**src/hdl/adcrc_defines.svh**
```systemverilog
// Register map, field positions and reset values of the converter control
`ifndef ADCRC_DEFINES_SVH
`define ADCRC_DEFINES_SVH

// ----------------------------------------------------------------------
// Word index of each register (byte address is four times the index)
// ----------------------------------------------------------------------
`define ADCRC_IDX_INPUT_SELECT 3'h0
`define ADCRC_IDX_CONTROL_STATUS 3'h1
`define ADCRC_IDX_RESULT_LOW 3'h2
`define ADCRC_IDX_RESULT_HIGH 3'h3
`define ADCRC_IDX_IRQ_STATUS 3'h4
`define ADCRC_IDX_IRQ_MASK 3'h5

// ----------------------------------------------------------------------
// Input select fields
// ----------------------------------------------------------------------
`define ADCRC_SEL_REF_HI 7
`define ADCRC_SEL_REF_LO 6
`define ADCRC_SEL_ADJUST 5
`define ADCRC_SEL_CH_HI 3
`define ADCRC_SEL_CH_LO 0

// ----------------------------------------------------------------------
// Control and status fields
// ----------------------------------------------------------------------
`define ADCRC_CSR_ENABLE 7
`define ADCRC_CSR_START 6
`define ADCRC_CSR_AUTO 5
`define ADCRC_CSR_FLAG 4
`define ADCRC_CSR_IE 3
`define ADCRC_CSR_DIV_HI 2
`define ADCRC_CSR_DIV_LO 0

// ----------------------------------------------------------------------
// Event bits of the interrupt status and mask registers
// ----------------------------------------------------------------------
`define ADCRC_EV_DONE 0
`define ADCRC_EV_LOST 1

// ----------------------------------------------------------------------
// Reset values and fillers
// ----------------------------------------------------------------------
`define ADCRC_RST_BYTE 8'h00
`define ADCRC_RST_CODE 10'h000
`define ADCRC_RST_REF 2'h0
`define ADCRC_RST_CH 4'h0
`define ADCRC_RST_DIV 3'h0
`define ADCRC_RST_EV 2'h0
`define ADCRC_RST_WORD 32'h0000_0000
`define ADCRC_PAD_LOW 6'h00
`define ADCRC_PAD_WORD 24'h00_0000
`define ADCRC_DIV_ZERO_CODE 3'h0
`define ADCRC_DIV_ONE 3'h1
`define ADCRC_CNT_ZERO 7'h00
`define ADCRC_CNT_ONE 7'h01

`endif

```
**src/hdl/adcrc_pkg.sv**
```systemverilog
// Types shared by the converter control files
package adcrc_pkg;

  typedef logic [7:0] adcrc_byte_t;
  typedef logic [9:0] adcrc_code_t;
  typedef logic [1:0] adcrc_ref_t;
  typedef logic [3:0] adcrc_ch_t;
  typedef logic [1:0] adcrc_ev_t;

  typedef enum logic {
    ADCRC_BUS_IDLE,
    ADCRC_BUS_ACK
  } adcrc_bus_state_t;

endpackage

```
**src/hdl/adcrc_prescaler.sv**
```systemverilog
// Converter clock tick generator from the system clock
`timescale 1ns/100ps
`default_nettype none
`include "adcrc_defines.svh"

module adcrc_prescaler (
  input wire logic ref_clk,
  input wire logic resetn,
  input wire logic run,
  input wire logic [2:0] div_sel,
  output logic tick
);

  logic [6:0] cnt_q;
  logic [6:0] cnt_d;
  logic [2:0] shift;
  logic [6:0] last;

  // ----------------------------------------------------------------------
  // Divisor: codes 0 and 1 both give 2, then doubling up to 128
  // ----------------------------------------------------------------------
  assign shift = (div_sel == `ADCRC_DIV_ZERO_CODE) ? `ADCRC_DIV_ONE : div_sel;
  assign last = 7'((`ADCRC_CNT_ONE << shift) - `ADCRC_CNT_ONE);
  assign tick = run && (cnt_q == last);
  assign cnt_d = (!run || tick) ? `ADCRC_CNT_ZERO : 7'(cnt_q + `ADCRC_CNT_ONE);

  always_ff @(posedge ref_clk or negedge resetn) begin
    if (!resetn) begin
      cnt_q <= `ADCRC_CNT_ZERO;
    end else begin
      cnt_q <= cnt_d;
    end
  end

endmodule
`default_nettype wire

```
**src/hdl/adcrc_top.sv**
```systemverilog
// Converter control: selection, start/busy, result formatting, bus slave
`timescale 1ns/100ps
`default_nettype none
`include "adcrc_defines.svh"

// Notes on behaviour
// - A finished conversion puts its 10-bit code, Vin*1024/Vref, in the result registers unless a low byte read is pending.
// - Code 000 is analog ground and code 3ff is the reference less one step.
// - Reference field 7:6 picks pin, supply, reserved or internal 1.1V reference.
// - Channel and reference writes during a conversion apply only once it completes.
// - The left-adjust bit reshapes the visible result at once, even mid-conversion.
// - Bit 4 of the input select register always reads as zero.
// - Channel codes 0-7 pick inputs, 8-13 are reserved, 14 bandgap, 15 ground.
// - The start bit reads one while converting, clears on completion unless auto mode restarts, zero writes do nothing.
// - The done flag sets on completion, clears on vector taken or on a written one.
// - After a low result byte read, results hold until the high byte is read.
// - The divider field divides the system clock by 2,2,4,8,...,128.
module adcrc_top (
  input wire logic ref_clk,
  input wire logic resetn,
  input wire logic [4:0] avs_address,
  input wire logic avs_read,
  input wire logic avs_write,
  input wire logic [31:0] avs_writedata,
  output logic [31:0] avs_readdata,
  output logic avs_waitrequest,
  output logic irq,
  input wire logic irq_vector_taken,
  output logic core_enable,
  output logic core_tick,
  output logic core_start,
  output logic [3:0] core_channel,
  output logic [1:0] core_reference,
  input wire logic core_done,
  input wire logic [9:0] core_code
);

  // ----------------------------------------------------------------------
  // Bus handshake
  // ----------------------------------------------------------------------
  adcrc_pkg::adcrc_bus_state_t bus_q;
  adcrc_pkg::adcrc_bus_state_t bus_d;
  logic req;
  logic capture;
  logic taken;
  logic [2:0] idx;

  assign req = avs_read || avs_write;
  assign idx = avs_address[4:2];
  // One wait cycle: read data are latched then, so they stand at the ack
  assign avs_waitrequest = req && (bus_q == adcrc_pkg::ADCRC_BUS_IDLE);
  assign capture = avs_read && (bus_q == adcrc_pkg::ADCRC_BUS_IDLE);
  assign taken = req && (bus_q == adcrc_pkg::ADCRC_BUS_ACK);

  always_comb begin
    bus_d = bus_q;
    unique case (bus_q)
      adcrc_pkg::ADCRC_BUS_IDLE: begin
        if (req) begin
          bus_d = adcrc_pkg::ADCRC_BUS_ACK;
        end
      end
      adcrc_pkg::ADCRC_BUS_ACK: begin
        bus_d = adcrc_pkg::ADCRC_BUS_IDLE;
      end
    endcase
  end

  // ----------------------------------------------------------------------
  // Write strobes
  // ----------------------------------------------------------------------
  logic wr;
  logic wr_sel;
  logic wr_csr;
  logic wr_ists;
  logic wr_imsk;
  logic [7:0] wd;

  assign wr = taken && avs_write;
  assign wd = avs_writedata[7:0];
  assign wr_sel = wr && (idx == `ADCRC_IDX_INPUT_SELECT);
  assign wr_csr = wr && (idx == `ADCRC_IDX_CONTROL_STATUS);
  assign wr_ists = wr && (idx == `ADCRC_IDX_IRQ_STATUS);
  assign wr_imsk = wr && (idx == `ADCRC_IDX_IRQ_MASK);

  // ----------------------------------------------------------------------
  // Registers
  // ----------------------------------------------------------------------
  adcrc_pkg::adcrc_ref_t sel_ref_q;
  logic sel_adjust_q;
  adcrc_pkg::adcrc_ch_t sel_ch_q;
  adcrc_pkg::adcrc_ref_t act_ref_q;
  adcrc_pkg::adcrc_ch_t act_ch_q;
  logic en_q;
  logic auto_q;
  logic ie_q;
  logic [2:0] div_q;
  logic busy_q;
  logic busy_d;
  logic flag_q;
  logic flag_d;
  logic start_q;
  logic start_d;
  adcrc_pkg::adcrc_code_t result_q;
  logic lock_q;
  logic lock_d;
  adcrc_pkg::adcrc_ev_t ists_q;
  adcrc_pkg::adcrc_ev_t ists_d;
  adcrc_pkg::adcrc_ev_t imsk_q;
  logic [31:0] rdata_q;
  logic [31:0] rdata_d;

  // ----------------------------------------------------------------------
  // Conversion control
  // ----------------------------------------------------------------------
  logic en_next;
  logic go;
  logic finish;
  logic restart;
  logic flag_clr;
  logic rd_low;
  logic rd_high;
  logic upd;
  logic lost;

  assign en_next = wr_csr ? wd[`ADCRC_CSR_ENABLE] : en_q;
  // Only a written one starts; a written zero leaves busy alone
  assign go = wr_csr && wd[`ADCRC_CSR_START] && en_next && !busy_q;
  assign finish = core_done && busy_q;
  // Free running: a finished conversion immediately starts the next one
  assign restart = finish && auto_q && en_q;
  assign start_d = go || restart;
  // Disabling aborts any conversion in progress
  always_comb begin
    busy_d = busy_q;
    if (!en_next) begin
      busy_d = 1'b0;
    end else if (go) begin
      busy_d = 1'b1;
    end else if (finish && !restart) begin
      busy_d = 1'b0;
    end
  end

  assign flag_clr = irq_vector_taken || (wr_csr && wd[`ADCRC_CSR_FLAG]);
  // A completion in the clearing cycle keeps the flag set
  assign flag_d = finish || (flag_q && !flag_clr);

  assign rd_low = capture && (idx == `ADCRC_IDX_RESULT_LOW);
  assign rd_high = capture && (idx == `ADCRC_IDX_RESULT_HIGH);
  assign lock_d = rd_low || (lock_q && !rd_high);
  // Blocked while the low byte is pending so both halves match
  assign upd = finish && !lock_q && !rd_low;
  assign lost = finish && !upd;

  assign ists_d = adcrc_pkg::adcrc_ev_t'({lost, finish}
    | (ists_q & ~(wr_ists ? wd[1:0] : `ADCRC_RST_EV)));

  always_ff @(posedge ref_clk or negedge resetn) begin
    if (!resetn) begin
      bus_q <= adcrc_pkg::ADCRC_BUS_IDLE;
      sel_ref_q <= `ADCRC_RST_REF;
      sel_adjust_q <= 1'b0;
      sel_ch_q <= `ADCRC_RST_CH;
      en_q <= 1'b0;
      auto_q <= 1'b0;
      ie_q <= 1'b0;
      div_q <= `ADCRC_RST_DIV;
      busy_q <= 1'b0;
      flag_q <= 1'b0;
      start_q <= 1'b0;
      lock_q <= 1'b0;
      ists_q <= `ADCRC_RST_EV;
      imsk_q <= `ADCRC_RST_EV;
      rdata_q <= `ADCRC_RST_WORD;
    end else begin
      bus_q <= bus_d;
      busy_q <= busy_d;
      flag_q <= flag_d;
      start_q <= start_d;
      lock_q <= lock_d;
      ists_q <= ists_d;
      rdata_q <= rdata_d;
      if (wr_sel) begin
        sel_ref_q <= wd[`ADCRC_SEL_REF_HI:`ADCRC_SEL_REF_LO];
        sel_adjust_q <= wd[`ADCRC_SEL_ADJUST];
        sel_ch_q <= wd[`ADCRC_SEL_CH_HI:`ADCRC_SEL_CH_LO];
      end
      if (wr_csr) begin
        en_q <= wd[`ADCRC_CSR_ENABLE];
        auto_q <= wd[`ADCRC_CSR_AUTO];
        ie_q <= wd[`ADCRC_CSR_IE];
        div_q <= wd[`ADCRC_CSR_DIV_HI:`ADCRC_CSR_DIV_LO];
      end
      if (wr_imsk) begin
        imsk_q <= wd[1:0];
      end
    end
  end

  // ----------------------------------------------------------------------
  // Selection seen by the core and stored result
  // ----------------------------------------------------------------------
  // Tracks the written value while idle, frozen while converting
  always_ff @(posedge ref_clk or negedge resetn) begin
    if (!resetn) begin
      act_ref_q <= `ADCRC_RST_REF;
      act_ch_q <= `ADCRC_RST_CH;
    end else if (!busy_q || finish) begin
      act_ref_q <= sel_ref_q;
      act_ch_q <= sel_ch_q;
    end
  end

  always_ff @(posedge ref_clk or negedge resetn) begin
    if (!resetn) begin
      result_q <= `ADCRC_RST_CODE;
    end else if (upd) begin
      result_q <= core_code;
    end
  end

  // ----------------------------------------------------------------------
  // Result presentation and read mux
  // ----------------------------------------------------------------------
  adcrc_pkg::adcrc_byte_t res_low;
  adcrc_pkg::adcrc_byte_t res_high;
  adcrc_pkg::adcrc_byte_t sel_rd;
  adcrc_pkg::adcrc_byte_t csr_rd;
  adcrc_pkg::adcrc_byte_t rd_byte;

  // Combinational from the stored code so the adjust bit acts at once
  assign res_low = sel_adjust_q ? {result_q[1:0], `ADCRC_PAD_LOW}
    : result_q[7:0];
  assign res_high = sel_adjust_q ? result_q[9:2]
    : {`ADCRC_PAD_LOW, result_q[9:8]};
  assign sel_rd = {sel_ref_q, sel_adjust_q, 1'b0, sel_ch_q};
  assign csr_rd = {en_q, busy_q, auto_q, flag_q, ie_q, div_q};

  always_comb begin
    rd_byte = `ADCRC_RST_BYTE;
    unique case (idx)
      `ADCRC_IDX_INPUT_SELECT: rd_byte = sel_rd;
      `ADCRC_IDX_CONTROL_STATUS: rd_byte = csr_rd;
      `ADCRC_IDX_RESULT_LOW: rd_byte = res_low;
      `ADCRC_IDX_RESULT_HIGH: rd_byte = res_high;
      `ADCRC_IDX_IRQ_STATUS: rd_byte = {`ADCRC_PAD_LOW, ists_q};
      `ADCRC_IDX_IRQ_MASK: rd_byte = {`ADCRC_PAD_LOW, imsk_q};
      default: rd_byte = `ADCRC_RST_BYTE;
    endcase
  end

  assign rdata_d = capture ? {`ADCRC_PAD_WORD, rd_byte} : rdata_q;

  // ----------------------------------------------------------------------
  // Converter clock divider
  // ----------------------------------------------------------------------
  adcrc_prescaler u_prescaler (
    .ref_clk(ref_clk),
    .resetn(resetn),
    .run(en_q),
    .div_sel(div_q),
    .tick(core_tick)
  );

  // ----------------------------------------------------------------------
  // Outputs
  // ----------------------------------------------------------------------
  assign avs_readdata = rdata_q;
  assign irq = (|(ists_q & imsk_q)) || (flag_q && ie_q);
  assign core_enable = en_q;
  assign core_start = start_q;
  assign core_channel = act_ch_q;
  assign core_reference = act_ref_q;

endmodule
`default_nettype wire

```
**config.mk**
```make
export PLATFORM = sky130hd
export DESIGN_NAME = adcrc_top
export DESIGN_NICKNAME = d
export VERILOG_FILES = /design/src/hdl/adcrc_pkg.sv /design/src/hdl/adcrc_prescaler.sv /design/src/hdl/adcrc_top.sv
export VERILOG_INCLUDE_DIRS = /design/src /design/src/hdl
export SDC_FILE = /design/constraint.sdc
export NUM_CORES = 1
export LEC_CHECK = 0
export ABC_AREA = 1
export BUFFER_PORTS_ARGS = -buffer_cell sky130_fd_sc_hd__buf_4
export CORE_MARGIN = 2
export CORE_UTILIZATION = 44
export CTS_BUF_LIST = sky130_fd_sc_hd__clkbuf_2 sky130_fd_sc_hd__clkbuf_4 sky130_fd_sc_hd__clkbuf_8
export CTS_CLUSTER_SIZE = 25
export DETAILED_ROUTE_END_ITERATION = 10
export PLACE_DENSITY = 0.77
export SYNTH_ARGS = -nofsm -noshare
export SYNTH_HDL_FRONTEND = slang
export SYNTH_HIERARCHICAL = 1
export SYNTH_SLANG_ARGS = --single-unit
export TNS_END_PERCENT = 10
```
**constraint.sdc**
```tcl
create_clock -name ref_clk -period 1.9 [get_ports ref_clk]
set_input_delay 0.19 -clock ref_clk [delete_from_list [all_inputs] [get_ports ref_clk]]
set_output_delay 0.19 -clock ref_clk [all_outputs]
set_load 0.03 [all_outputs]
```
* After elaboration in Yosys (flattened, before gate mapping)
Cells that the tools add are included.
** Operators by class
- Multiply operators :: 0
- Divide/modulo/power cells :: 0
- Eq/ne operators :: 7
- Shift-type cells :: 1
- Multiplexer cells :: 12
- Bitwise logic cells :: 5
- Add/subtract/negate cells :: 2
- Reduce and logical (&&, ||, !) cells :: 44
- Magnitude comparators :: 0
** Operator list (count)
- $pmux W8 S6 :: 1
- $logic_and A1 B1 Y1 :: 25
- $mux W8 :: 2
- $logic_not A1 Y1 :: 8
- $logic_or A1 B1 Y1 :: 8
- $add A7 B1 Y7 const B :: 1
- $eq A7 B7 Y1 :: 1
- $mux W7 :: 1
- $shl A1 B3 Y7 const A :: 1
- $sub A7 B1 Y7 const B :: 1
- $eq A3 B2 Y1 const B :: 2
- $eq A3 B3 Y1 const B :: 2
- $logic_not A3 Y1 :: 2
- $mux W1 :: 5
- $and A2 B2 Y2 :: 2
- $eq A3 B1 Y1 const B :: 1
- $mux W3 :: 1
- $ne A3 B1 Y1 const B :: 1
- $mux W2 :: 1
- $not A2 Y2 :: 1
- $or A2 B2 Y2 :: 1
- $pmux W1 S2 :: 1
- $reduce_or A2 Y1 :: 1
- $not A1 Y1 :: 1
** Storage, ports and cells
- Memories :: 0
- Memory bits (writable) :: 0
- Bits in registers :: 53
- Bits in read-only memories :: 0
- Output and inout bits :: 43
- Latch bits :: 0

* Logic depth before layout (Yosys ltp)
- Depth after elaboration :: 9
- Mapped depth :: 12

* Hierarchy
Netlist, hierarchy kept.
** Modules (own cells, without submodules)
- adcrc_top :: area each 2536.2 µm², instances 1, cells each 313, sequential area each 1151.1 µm²
- adcrc_prescaler :: area each 500.5 µm², instances 1, cells each 75, sequential area each 175.2 µm²

* Worst setup path before layout
Ideal clock, no wire load.
- Path kind :: register to output
- Start :: reg div_q[2]
- End :: out core_tick
- Stages on the path, launching flop included :: 10
- Data arrival time :: 1.868 ns
- Setup slack :: -0.158 ns
- Cells stage by stage :: dfrtp_1 > clkbuf_2 > or2_2 > ha_1 > nor2_1 > nor2_1 > nand2_1 > nor2_1 > nand3_1 > nor2_1
** On the way
- Longest elaborated chain between the ends :: 6
** RTL lines
- start, declared :: RTL line adcrc_top.sv:97 : logic [2:0] div_q;
- start signal, assigned :: RTL line adcrc_top.sv:168 : div_q <= `ADCRC_RST_DIV;
- start signal, assigned :: RTL line adcrc_top.sv:193 : div_q <= wd[`ADCRC_CSR_DIV_HI:`ADCRC_CSR_DIV_LO];
- $logic_not A3 Y1 (no line)
- $mux W3 * :: RTL line adcrc_prescaler.sv:22 : assign shift = (div_sel == `ADCRC_DIV_ZERO_CODE) ? `ADCRC_DIV_ONE : div_sel;
- $shl A1 B3 Y7 (no line) *
- $sub A7 B1 Y7 (no line) *
- $eq A7 B7 Y1 * :: RTL line adcrc_prescaler.sv:24 : assign tick = run && (cnt_q == last);
- $logic_and A1 B1 Y1 * :: RTL line adcrc_prescaler.sv:24
- end, declared :: RTL line adcrc_top.sv:30 : output logic core_tick,
Every way passes the cells marked *; elsewhere a longest branch is shown, timed or not.

* Worst setup path after layout
Same ends and word-level chain as after synthesis.

==> impl_results.md <==
- Gr ovfl total: 0
- Worst Path Required: 1.71 ns
- Synthesized netlist cell count: 388
- First-pass detailed-route iteration total: 5
- Commonest non-fill, non-tap cell in the layout: nand2_1
- GPL Wtd Cong: 0.899
- Failing checks: negative setup slack
- Dpl cell area: 3300 um2
- CTS Sinks: 53
- Initial core utilization: 45.2%
- Clock transition at path regs: 0.09 ns
- CP Max Fanout: 2
- Initial antenna violation count: 0
- Setup-failing EPs final: 1
- Predominant post-synthesis flop cell: dfrtp_1
- Bufs on Longest Clock Path: 2
- Final wirelength: 6280 um
- Crit path time final: 2.06 ns
- First-pass GRT wire length: 10800 um
- Root buffer cell: clkbuf_8
- Synthesis-to-finish area growth: 14.2%
- Via count of the routed design: 2492
- Rows: 30
- Antenna cells: 0
- Yosys warning total: 6
- Worst r2r path cells: 11
- Crit. End Element: primary output
- Period utilisation layout: 108%
- TritonCTS buffer count: 5
- Post-place setup slack: 0.0275 ns
- Avg Vias per Cell: 4.84
- VDD IR max: 553 uV
- Die height: 87.1 um
- Async set-reset flop share out of synthesis: 100%
- F_max: 486 MHz
- Synth Register Bits: 53
- Vias in the first global route: 2280
- First DRT Iteration DRCs: 207
- Tot GR Track Use: 17.8%
- Avg Synthesized Cell Area: 7.83 um2
- Fill cells: 633
- DP HPWL: 4670 um
- Worst hold path type: input pin to flip-flop
- Wire per inst: 12.2 um
- Hold Vio Cnt, Final: 0
- Min-Delay Endpoint: result_q[9]
- Clock latency on the worst-skew pair: 0.30 ns
- Final Net Count: 489
- CP Launch Type: flip-flop
- Setup WS post-layout: -0.157 ns
- Power per cell area: 895 nW/um2
- Setup TNS: -0.157 ns
- Clock skew: 0.00547 ns
- Reg-to-reg slack, setup: 0.05 ns
- Share of layout cells above drive strength 1: 21.1%
- Post-synthesis sequential area ratio: 43.7%
- Pleak: 1.85 nW
- H-tree depth: 2
- Yosys cell types: 34
- Max_cap viols: 0
- Number of flops mapped to enable cells by yosys: 0
- Status: finished, violations left
- Pwr Total: 0.00310 W
- Critical path arrival: 1.87 ns
- Synthesized area: 3040 um2
- Critical path class: flip-flop to primary output
- I/O Buffers: 45
- RSZ-0062 raised after global routing: true
- Slew Limit Fails: 0
- Slew margin rel.: 56.2%
- R2r endpoint: u_prescaler/cnt_q[4]
- Core ar.: 6720 um2
- Hold Path Stages: 3
- Most frequent cells in the layout: nand2_1, dfrtp_1, buf_4
- Post-DRT Antenna Nets: 0
- Die width: 87.1 um
- Remaining DRCs: 0
- Pin count of the biggest net entering global routing: 54
- Min-delay src: core_code[9]
- CTS tree: done
- Post-route cell area: 3470 um2
- Die ar.: 7580 um2
- Tightest Pin Transition: 0.657 ns
- FF-to-FF Start: div_q[2]
- I/O Pins: 96
==> through the flow <==
stage,utilization [%],hold WS [ns],cells
2_1_floorplan,-,-0.106,411
3_3_place_gp,49.2,0.260,503
3_5_place_dp,49.2,0.269,503
4_1_cts,51.4,0.113,514
5_1_grt,51.6,0.116,515
6_report,51.6,0.119,515
==> critical path, stage by stage, from the launching register on <==
cell and delay [ns]:
dfrtp_1 0.38, or2_4 0.26, ha_4 0.27, nor2_2 0.03, nor2_1 0.08, nand2_1 0.06
nor2_1 0.13, nand3_2 0.11, nor2_4 0.10, buf_6 0.13
==> cell families (layout without fill, tap and decap cells) <==
logic type,count (synthesis),count (layout),share of synthesized area (%)
simple gates,208,208,30.2
buf+inv,79,103,15.2
flops,53,53,43.7
compound gates,33,33,6.18
mux,6,6,2.22
xor+xnor,5,5,1.44
fa+ha+maj,2,2,0.824
other cells,2,25,0.247
==> cell usage after synthesis (3+ instances only) <==
master / count / area [um2]
nor2_1: 38 / 143
o21ai_0: 4 / 20.0
buf_6: 5 / 56.3
buf_4: 27 / 203
mux2_2: 6 / 67.6
nand4_1: 13 / 81.3
o21ai_1: 16 / 80.1
o21ai_2: 6 / 52.6
buf_2: 3 / 15.0
inv_1: 37 / 139
nand2_1: 118 / 443
a21oi_1: 7 / 35.0
dfrtp_1: 53 / 1330
nor2_2: 4 / 25.0
nand3_1: 25 / 125
xor2_1: 3 / 26.3
==> what timing repair did <==
item,4_1_cts,5_1_grt
hold buffers,1,0
endpoints found under the setup margin,1,1
setup buffers,2,1
pin swaps,7,2
endpoints found under the hold margin,53,0
gates resized for setup,5,1
==> flip-flops by register name, summed over array words and instances (netlist names), 2 cells and up <==
| name | cells |
|---|---|
| u_prescaler/cnt_q | 7 |
| avs_readdata | 8 |
| div_q | 3 |
| result_q | 10 |
| imsk_q | 2 |
| sel_ch_q | 4 |
| core_reference | 2 |
| core_channel | 4 |
| ists_q | 2 |
| sel_ref_q | 2 |
==> routing by layer <==
layer / up-vias / track usage, % / wire, um
met1: 1127 / 24.9 / 2880
met4: 0 / 5.97 / 126
met5: - / 0 / 0
li1: 1263 / - / -
met2: 89 / 28.0 / 2920
met3: 13 / 3.22 / 357
==> power by group <==
| group | total, W | internal, W | switching, W |
|---|---|---|---|
| Combinational | 0.000955 | 0.000361 | 0.000594 |
| Sequential | 0.00146 | 0.00131 | 0.000155 |
| Clock | 0.000689 | 0.000330 | 0.000359 |
| Total | 0.00310 | 0.00200 | 0.00111 |
==> area by class of cell <==
class,count,area (um2),share of cell area (%)
Clock inverter,1,5.00,0.144
Clock buffer,7,96.3,2.78
Multi-Input combinational cell,279,1370,39.5
Tap cell,80,100,2.89
Sequential cell,53,1330,38.2
Inverter,41,159,4.58
Timing Repair Buffer,54,412,11.9
==> how the worst max path moves through the flow <==
stage / cells after the start / endpoint / from / slack, ns
after global placement: 9 / core_tick / div_q[1] / 0.06
after global routing: 9 / core_tick / div_q[2] / -0.22
after CTS: 9 / core_tick / div_q[2] / -0.16
after floorplan: 9 / core_tick / div_q[2] / 0.01
after detailed placement: 9 / core_tick / div_q[1] / 0.03
final: 9 / core_tick / div_q[2] / -0.16
No activity file was read; power rests on OpenSTA's default activity.
